==> config.mk <==
export PLATFORM = sky130hd
export DESIGN_NAME = port_pin_override_mux
export DESIGN_NICKNAME = d
export VERILOG_FILES = /design/src/include/pin_mux_pkg.sv /design/src/logic/pin_override_cell.sv /design/src/logic/port_pin_override_mux.sv
export SDC_FILE = /design/constraint.sdc
export NUM_CORES = 1
export LEC_CHECK = 0
export ABC_AREA = 1
export CORE_AREA = 2 2 73 75
export DETAILED_ROUTE_END_ITERATION = 10
export DIE_AREA = 0 0 75 77
export DONT_BUFFER_PORTS = 1
export GPL_TIMING_DRIVEN = 0
export MAX_ROUTING_LAYER = met4
export PLACE_DENSITY = 0.75
export SLEW_MARGIN = 20
export SYNTH_ARGS = -nofsm -noshare
export SYNTH_HDL_FRONTEND = slang
export SYNTH_SLANG_ARGS = --single-unit
==> constraint.sdc <==
create_clock -name clk -period 1.3 [get_ports clk]
set_input_delay 0.195 -clock clk [delete_from_list [all_inputs] [get_ports clk]]
set_output_delay 0.195 -clock clk [all_outputs]
set_load 0.02 [all_outputs]
==> src/include/pin_mux_pkg.sv <==
// Purpose: shared constants for the port pin override block
// Assumes: 8-bit ports, APB register slave with 32-bit data
// Notes:   offsets are byte addresses, one aligned word each
package pin_mux_pkg;
	// ********************************************************************
	// widths
	// ********************************************************************
	localparam int PORT_WIDTH = 8;
	localparam int ADDR_WIDTH = 12;
	localparam int DATA_WIDTH = 32;

	// ********************************************************************
	// register map
	// ********************************************************************
	localparam logic [11:0] OFFSET_PIN_OUTPUT = 12'h000;
	localparam logic [11:0] OFFSET_PIN_DIR    = 12'h004;
	localparam logic [11:0] OFFSET_PIN_INPUT  = 12'h008;
	localparam logic [11:0] OFFSET_SPECIAL    = 12'h00C;

	// ********************************************************************
	// special function control fields
	// ********************************************************************
	localparam int          PUD_BIT         = 2;
	localparam logic [7:0]  SPECIAL_RESET   = 8'h00;
	localparam logic [7:0]  PORT_RESET      = 8'h00;
	localparam logic [2:0]  PULLUP_PATTERN  = 3'h2;
endpackage : pin_mux_pkg

==> src/logic/pin_override_cell.sv <==
// Purpose: combinational override selection for one port pin
// Assumes: override signals come from the owning peripheral
// Notes:   no storage, changes take effect at once
module pin_override_cell
	import pin_mux_pkg::*;
(
	// port register bits and shared controls
	input  wire logic pin_direction_bit,
	input  wire logic pin_output_bit,
	input  wire logic global_pullup_disable,
	input  wire logic sleep_clamp,
	input  wire logic in_reset,
	// overrides from the peripheral
	input  wire logic pullup_override_enable,
	input  wire logic pullup_override_value,
	input  wire logic direction_override_enable,
	input  wire logic direction_override_value,
	input  wire logic drive_value_override_enable,
	input  wire logic drive_value_override_value,
	input  wire logic input_gate_override_enable,
	input  wire logic input_gate_override_value,
	// pad side
	input  wire logic pad_in,
	output logic      pad_out,
	output logic      pad_oe,
	output logic      pullup_on,
	output logic      gated_input
);
	logic driver_on;
	logic input_on;

	// selection logic, purely combinational
	always_comb begin
		if (direction_override_enable) begin
			driver_on = direction_override_value;
		end else begin
			driver_on = pin_direction_bit;
		end
		pad_oe = driver_on & ~in_reset;
		if (drive_value_override_enable) begin
			pad_out = drive_value_override_value;
		end else begin
			pad_out = pin_output_bit;
		end
		if (in_reset) begin
			pullup_on = 1'b0;
		end else if (pullup_override_enable) begin
			pullup_on = pullup_override_value;
		end else begin
			pullup_on = ({pin_direction_bit, pin_output_bit, global_pullup_disable}
				== PULLUP_PATTERN);
		end
		if (input_gate_override_enable) begin
			input_on = input_gate_override_value;
		end else begin
			input_on = ~sleep_clamp;
		end
		gated_input = pad_in & input_on;
	end
endmodule : pin_override_cell

==> src/logic/port_pin_override_mux.sv <==
// Purpose: one 8-pin port with peripheral override and APB registers
// Assumes: pad inputs asynchronous to clk, one clock at 40 MHz
// Notes:   raw input to peripherals is unsynchronised
//
// The placing of the registers and the APB interface to the registers are this design's own decisions.
import pin_mux_pkg::*;

// Summary of operation
// - pull-up override enable selects override value
// - else pull-up when dir,out,disable = 010
// - direction override enable selects driver value
// - else driver follows direction bit
// - value override drives override value
// - else output bit drives pin
// - input gate override sets input enable
// - else sleep state decides input enable
// - peripheral input taken before synchroniser
// - overrides per pin, controls shared
// - pull-ups off during reset
// - special control eight bits, disable bit two
// - disable bit kills pull-ups on pins without pull-up override
// - direction one means output
// - pins tri-state while reset active
module port_pin_override_mux
	import pin_mux_pkg::*;
(
	// clock and reset
	input  wire logic                    clk,
	input  wire logic                    reset_n,
	// apb slave
	input  wire logic                    psel,
	input  wire logic                    penable,
	input  wire logic                    pwrite,
	input  wire logic [ADDR_WIDTH-1:0]   paddr,
	input  wire logic [DATA_WIDTH-1:0]   pwdata,
	output logic      [DATA_WIDTH-1:0]   prdata,
	output logic                         pready,
	output logic                         pslverr,
	// shared sleep clamp
	input  wire logic                    sleep_clamp,
	// per-pin overrides from peripherals
	input  wire logic [PORT_WIDTH-1:0]   pullup_override_enable,
	input  wire logic [PORT_WIDTH-1:0]   pullup_override_value,
	input  wire logic [PORT_WIDTH-1:0]   direction_override_enable,
	input  wire logic [PORT_WIDTH-1:0]   direction_override_value,
	input  wire logic [PORT_WIDTH-1:0]   drive_value_override_enable,
	input  wire logic [PORT_WIDTH-1:0]   drive_value_override_value,
	input  wire logic [PORT_WIDTH-1:0]   input_gate_override_enable,
	input  wire logic [PORT_WIDTH-1:0]   input_gate_override_value,
	output logic      [PORT_WIDTH-1:0]   raw_digital_input,
	// pads
	input  wire logic [PORT_WIDTH-1:0]   pad_in,
	output logic      [PORT_WIDTH-1:0]   pad_out,
	output logic      [PORT_WIDTH-1:0]   pad_oe,
	output logic      [PORT_WIDTH-1:0]   pullup_on
);
	// ********************************************************************
	// registers
	// ********************************************************************
	logic [PORT_WIDTH-1:0] pin_output_bit;
	logic [PORT_WIDTH-1:0] pin_direction_bit;
	logic [PORT_WIDTH-1:0] sync_stage;
	logic [PORT_WIDTH-1:0] pin_input_bit;
	logic [7:0]            special_function_control;
	logic [PORT_WIDTH-1:0] next_pin_output_bit;
	logic [PORT_WIDTH-1:0] next_pin_direction_bit;
	logic [PORT_WIDTH-1:0] next_sync_stage;
	logic [PORT_WIDTH-1:0] next_pin_input_bit;
	logic [7:0]            next_special_function_control;
	logic [DATA_WIDTH-1:0] next_prdata;
	logic                  next_pslverr;
	logic                  in_reset;
	logic                  global_pullup_disable;
	logic                  access;
	logic                  mapped;
	logic                  answer_ready;
	logic                  next_answer_ready;
	logic                  first_beat;
	logic                  last_beat;

	assign in_reset              = ~reset_n;
	assign global_pullup_disable = special_function_control[PUD_BIT];

	// address decode
	function automatic logic is_mapped(input logic [ADDR_WIDTH-1:0] a);
		is_mapped = (a == OFFSET_PIN_OUTPUT) || (a == OFFSET_PIN_DIR)
			|| (a == OFFSET_PIN_INPUT) || (a == OFFSET_SPECIAL);
	endfunction : is_mapped

	// zero-extend a byte to a bus word
	function automatic logic [DATA_WIDTH-1:0] widen(input logic [7:0] b);
		widen = {{(DATA_WIDTH-8){1'b0}}, b};
	endfunction : widen

	// ********************************************************************
	// apb next-state
	// ********************************************************************
	// one wait state so read data and error come from flops with pready
	assign access     = psel & penable;
	assign mapped     = is_mapped(paddr);
	assign first_beat = access & ~answer_ready;
	assign last_beat  = access & answer_ready;
	assign pready     = answer_ready;

	// register writes, reads and input synchroniser
	always_comb begin
		next_pin_output_bit           = pin_output_bit;
		next_pin_direction_bit        = pin_direction_bit;
		next_special_function_control = special_function_control;
		next_prdata                   = prdata;
		next_pslverr                  = 1'b0;
		next_sync_stage               = pad_in;
		next_pin_input_bit            = sync_stage;
		next_answer_ready             = first_beat;
		// writes land only at the edge that completes the transfer
		if (last_beat && pwrite) begin
			unique case (paddr)
				OFFSET_PIN_OUTPUT: next_pin_output_bit    = pwdata[PORT_WIDTH-1:0];
				OFFSET_PIN_DIR:    next_pin_direction_bit = pwdata[PORT_WIDTH-1:0];
				OFFSET_SPECIAL:    next_special_function_control = pwdata[7:0];
				default:           next_pslverr = 1'b0;
			endcase
		end
		// read data and error are registered during the wait state
		if (first_beat) begin
			next_pslverr = ~mapped;
			next_prdata  = {DATA_WIDTH{1'b0}};
			if (!pwrite) begin
				unique case (paddr)
					OFFSET_PIN_OUTPUT: next_prdata = widen(pin_output_bit);
					OFFSET_PIN_DIR:    next_prdata = widen(pin_direction_bit);
					OFFSET_PIN_INPUT:  next_prdata = widen(pin_input_bit);
					OFFSET_SPECIAL:    next_prdata = widen(special_function_control);
					default:           next_prdata = {DATA_WIDTH{1'b0}};
				endcase
			end
		end
	end

	// register state
	always_ff @(posedge clk) begin
		if (!reset_n) begin
			pin_output_bit           <= PORT_RESET;
			pin_direction_bit        <= PORT_RESET;
			special_function_control <= SPECIAL_RESET;
			sync_stage               <= PORT_RESET;
			pin_input_bit            <= PORT_RESET;
			prdata                   <= {DATA_WIDTH{1'b0}};
			pslverr                  <= 1'b0;
			answer_ready             <= 1'b0;
		end else begin
			pin_output_bit           <= next_pin_output_bit;
			pin_direction_bit        <= next_pin_direction_bit;
			special_function_control <= next_special_function_control;
			sync_stage               <= next_sync_stage;
			pin_input_bit            <= next_pin_input_bit;
			prdata                   <= next_prdata;
			pslverr                  <= next_pslverr;
			answer_ready             <= next_answer_ready;
		end
	end

	// ********************************************************************
	// per-pin override cells
	// ********************************************************************
	for (genvar i = 0; i < PORT_WIDTH; i++) begin : g_pin
		pin_override_cell u_cell (
			.pin_direction_bit           (pin_direction_bit[i]),
			.pin_output_bit              (pin_output_bit[i]),
			.global_pullup_disable       (global_pullup_disable),
			.sleep_clamp                 (sleep_clamp),
			.in_reset                    (in_reset),
			.pullup_override_enable      (pullup_override_enable[i]),
			.pullup_override_value       (pullup_override_value[i]),
			.direction_override_enable   (direction_override_enable[i]),
			.direction_override_value    (direction_override_value[i]),
			.drive_value_override_enable (drive_value_override_enable[i]),
			.drive_value_override_value  (drive_value_override_value[i]),
			.input_gate_override_enable  (input_gate_override_enable[i]),
			.input_gate_override_value   (input_gate_override_value[i]),
			.pad_in                      (pad_in[i]),
			.pad_out                     (pad_out[i]),
			.pad_oe                      (pad_oe[i]),
			.pullup_on                   (pullup_on[i]),
			.gated_input                 (raw_digital_input[i])
		);
	end
endmodule : port_pin_override_mux
* Yosys cells after proc, flatten, opt, wreduce, memory -nomap -nowiden *
Index checks and enable logic that the tools add are counted.

operators by class
  equality and inequality tests = 11
  multiplexer cells = 42
  bitwise logic cells = 22
  reductions and logical operators = 9

operator list
  operator                                                                count
  1-bit two-way mux                                                       40
  8-bit one-hot mux with 4 select lines                                   1
  12-bit by 4-bit equality test with 1-bit output, second input constant  2
  3-bit by 2-bit equality test with 1-bit output, second input constant   8
  1-bit bitwise AND                                                       19
  12-bit by 3-bit equality test with 1-bit output, second input constant  1
  12-bit zero test                                                        1
  8-bit two-way mux                                                       1
  2-bit AND reduction                                                     4
  1-bit logical OR                                                        3
  1-bit NOT                                                               3
  1-bit logical AND                                                       1

word-level totals
  register bits after elaboration = 74
  bits of input ports = 122
  output and inout port bits = 66
  logic and storage cells = 92

* Longest topological paths before layout *
  depth after elaboration = 5
  depth in mapped cells = 8
  gate-level depth less buffers = 7

* By module *
Synthesis repeated with hierarchy kept, for this count alone.

second synthesis, totals
  cell total of the unflattened synthesis = 441
  area total of the unflattened synthesis = 2962.8 µm²

by module, submodules not included
  module                 instances  cells each  area an instance (µm²)  sequential area each (µm²)
  port_pin_override_mux  1          289         2312.2                  1001.0
  pin_override_cell      8          19          81.3                    0.0

* Least setup slack after synthesis *
Ideal clock, no wire load.

  kind = reg2reg
  start point = reg answer_ready, in the netlist pready
  end point = reg pin_output_bit[5]
  setup time = 0.119 ns
  arrival = 1.207 ns
  required time = 1.181 ns
  slack = -0.027 ns
  stages on the path, launching flop included = 7
  path buffers = 1
  period minus slack after synthesis = 1.327 ns
  cell sequence = dfxtp_1 nand2_1 nor2_2 nand3_2 buf_2 o21ai_1 a21oi_1

on the way
  word-level cells in the longest chain between the ends = 3

RTL lines
  what                           RTL line                      source
  start: declaration             port_pin_override_mux.sv:76   logic answer_ready;
  start signal: assignment       port_pin_override_mux.sv:159  answer_ready <= next_answer_ready;
  1-bit bitwise AND              port_pin_override_mux.sv:102  assign last_beat = access & answer_ready;
  1-bit logical AND              port_pin_override_mux.sv:116  if (last_beat && pwrite) begin
  2-bit AND reduction (no line)  --
  end signal: assignment         port_pin_override_mux.sv:152  pin_output_bit <= next_pin_output_bit;
  end: declaration               port_pin_override_mux.sv:60   logic [PORT_WIDTH-1:0] pin_output_bit;

No other way between the ends.
A chain may end at the register's enable or synchronous reset.

* Worst setup path in the final report *
  start point = reg answer_ready, in the netlist pready
  end point = reg special_function_control[7]

on the way
  word-level cells in the longest chain between the ends = 3

RTL lines
  what                           RTL line                      source
  1-bit bitwise AND              port_pin_override_mux.sv:102
  1-bit logical AND              port_pin_override_mux.sv:116
  2-bit AND reduction (no line)  --
  end signal: assignment         port_pin_override_mux.sv:154  special_function_control <= next_special_function_control;
  end: declaration               port_pin_override_mux.sv:64   logic [7:0] special_function_control;

No other way between the ends.

==> flow_metrics.py <==
metrics = {
    "yosys": {
        "synth.most_common_cell": "nand2_1",
        "avgSynthCellArea_um2": 6.936,
        "synth_top_family_by_area": "buffers and inverters",
        "synth_xor_area_share_pct": 0,
        "synth_edf_count": 0,
        "synth_top_cells_by_count": "62 x nand2_1, 59 x buf_4, 50 x dfxtp_1, 50 x inv_1, 48 x a21oi_1",
        "ys_seq_area_share_pct": 34.12,
        "yosysTopAreaCell": "dfxtp_1",
        "yosys_warnings": 0,
        "synthAdderAreaFrac_pct": 0,
        "synth_seq_cells": 50,
        "synthSimpleGateAreaFrac_pct": 22.99,
        "synth_cells": 423,
        "synth.top_cells.by_area": "dfxtp_1 34%, buf_4 15%, a21oi_1 8.2%",
        "synth_compound_area_share_pct": 19.28,
        "synth-main-ff-cell": "dfxtp_1",
        "async_reset_ff_share_pct": 0,
        "synth_top_area_share_pct": 34.12,
        "netlist_area_mm2": 0.002934,
        "muxShareOfSynthArea_pct": 0,
        "ys_types": 25,
    },
    "setup_path": {
        "r2r_setup_slack_ns": -0.09,
        "cp_top_family": "flip-flops",
        "cp_num_buf_inv": 2,
        "endpoint_kind": "flip-flop",
        "r2r-start": "pready",
        "path_class": "flip-flop to flip-flop",
        "crit_chain": "nand2_4, nor2_4, buf_6, nand3_4, buf_12, o21ai_4, a21oi_2",
        "cp_max_fo": 8,
        "required_ns": 1.50,
        "slowest_delay_ns": 0.41,
        "crit_start": "pready",
        "slowest_stage": "dfxtp_4",
        "critPathLaunchType": "flip-flop",
        "reg2regPathDepth": 7,
        "timing.rr.end": "special_function_control[7]",
        "crit_arrival_ns": 1.59,
    },
    "worst_hold_path": {
        "hold_class": "input pin to flip-flop",
        "hold_end": "special_function_control[0]",
        "hp-start": "pwdata[0]",
        "min_path_cells": 2,
    },
    "timing": {
        "setup_viol_count_final": 19,
        "fin_crit_sh_pct": 106.8,
        "finalSetupTns_ns": -0.6477,
        "finalHoldViolations": 0,
        "finalWorstSetupSlack_ns": -0.08848,
        "fin_skew_ns": 0.008991,
        "fmax_ghz": 0.7202,
        "tightest_slew_ns": 0.5713,
        "slew_headroom_pct": 61.91,
        "period_needed_ns": 1.388,
        "rsz0062_at_grt": "yes",
        "finalMaxSlewViolations": 0,
    },
    "route": {
        "dr.pass1.iters": 4,
        "vias_per_cell": 5.134,
        "vias": 2803,
        "route.detailed.drc": 0,
        "met3WireLength_um": 623,
        "dr.first_iter.drc_count": 236,
        "ant_nets": 0,
        "wl_met1_um": 3079,
        "wl_um": 7857,
        "wire_per_inst_um": 14.39,
        "dr_wl_met2_um": 3957,
        "highest_layer": "met4",
    },
    "place": {
        "io_buffers": 0,
        "globalplace.congestion": 0.8716,
        "hpwl_um": 5505,
        "dpl.cell_count": 516,
        "pre_cts_ws_ns": -0.1916,
    },
    "die": {
        "ios": 188,
        "rows": 26,
        "die_h_um": 77,
        "initial_core_util_pct": 58.95,
        "core_area_mm2": 0.004977,
        "die_w_um": 75,
        "dieArea_mm2": 0.005775,
    },
    "final_layout": {
        "area_growth_pct": 27.97,
        "antennaDiodeCount": 0,
        "finalNonFillerCells": 546,
        "fillCellCount": 372,
        "drive_gt1_share_pct": 36.34,
        "final_util_pct": 75.44,
        "nNetsFinal": 597,
    },
    "power_and_ir_drop": {
        "vdd_drop_max_mv": 0.6427,
        "p_per_area_mw_per_mm2": 892.7,
        "p_leak_nw": 1.708,
    },
    "grt": {
        "grt_usage_pct": 26.09,
        "grt_pass1_vias": 2498,
        "overflow": 0,
        "grt_max_degree": 17,
        "grt_first_pass_wirelength_um": 11260,
        "antenna_found_initial": 0,
    },
    "outcome": {
        "violations": "setup timing",
        "outcome": "finished, violations left",
    },
    "clock_tree": {
        "htreeDepth": 2,
        "clk_pin_slew_ns": 0.10,
        "clock_sinks": 50,
        "numCtsBuffers": 5,
        "clk_path_buf_depth": 2,
        "cts_tree": "built",
        "clock-root-buffer": "clkbuf_8",
        "insertion_delay_ns": 0.31,
    },
    "run": {
        "drv_cap": 0,
    },
}
layout make-up:
type	instances	area [um2]	area share, %
clock buffer	5	68.82	1.833
inverter	54	207.7	5.531
multi-input combinational	274	1544	41.12
sequential	50	1033	27.52
timing repair buffer	21	220.2	5.865
buffer	68	515.5	13.73
timing repair inverter	1	8.758	0.2333
clock inverter	3	68.82	1.833
tap	70	87.58	2.333
metal layers:
metal | track usage [%] | vias up
li1 | - | 1389
met1 | 30.93 | 1249
met2 | 43.68 | 150
met3 | 5.256 | 15
met4 | 8.036 | 0
met5 | - | -
metrics by stage:
stage	hold WS (ns)	total power, mW	cell area, um2
after floorplan	0.2926	2.004	3022
after global placement	0.2961	2.034	3109
after detailed placement	0.2965	2.042	3109
after CTS	0.04237	3.340	3507
after global routing	0.04117	3.481	3755
final	0.04756	3.352	3755
cells in the final DEF (no fill, tap or decap), types with 11 or more instances in the layout:
| cell | instances |
|---|---|
| o21ai_0 | 20 |
| dfxtp_2 | 14 |
| a21oi_1 | 36 |
| inv_2 | 11 |
| dfxtp_1 | 32 |
| nand3_1 | 33 |
| buf_4 | 66 |
| nand2_1 | 61 |
| o21ai_1 | 21 |
| conb_1 | 24 |
| a21oi_2 | 20 |
| inv_1 | 42 |
| nor2_1 | 19 |
state kept, by name (all words and copies together), names as in the netlist:
| name | flops |
|---|---|
| pin_output_bit | 8 |
| special_function_control | 8 |
| pin_direction_bit | 8 |
| pslverr | 1 |
| pready | 1 |
| next_pin_input_bit | 8 |
| pin_input_bit | 8 |
| prdata | 8 |
where the power goes:
part	internal (mW)	leakage, nW	switching [mW]
registers	1.55	0.417	0.0117
logic	0.205	1.22	0.293
clock network	0.771	0.0683	0.523
total	2.52	1.71	0.828
worst max path at each step:
stage / to / slack (ns) / cells after the start
2_1_floorplan: pin_output_bit[5] / 0.06 / 6
3_3_place_gp: pin_direction_bit[6] / -0.17 / 6
3_5_place_dp: pin_direction_bit[5] / -0.19 / 6
4_1_cts: special_function_control[7] / -0.05 / 7
5_1_grt: pad_oe[0] / -0.19 / 5
6_report: special_function_control[7] / -0.09 / 7
cell families after synthesis:
family / count (synthesis)
AOI/OAI and AO/OA: 105
DFF: 50
buffers and inverters: 122
and+or+nand+nor: 145
other: 1
repair_timing:
| item | in CTS | in global routing |
|---|---|---|
| endpoints found under the hold margin | 8 | 0 |
| pin swaps | 13 | 17 |
| gates cloned | 2 | 2 |
| setup endpoints to repair | 36 | 49 |
| setup buffers | 4 | 6 |
| gates resized for setup | 45 | 55 |
| hold buffers | 8 | 0 |
Power figures use the tool's default switching activity.
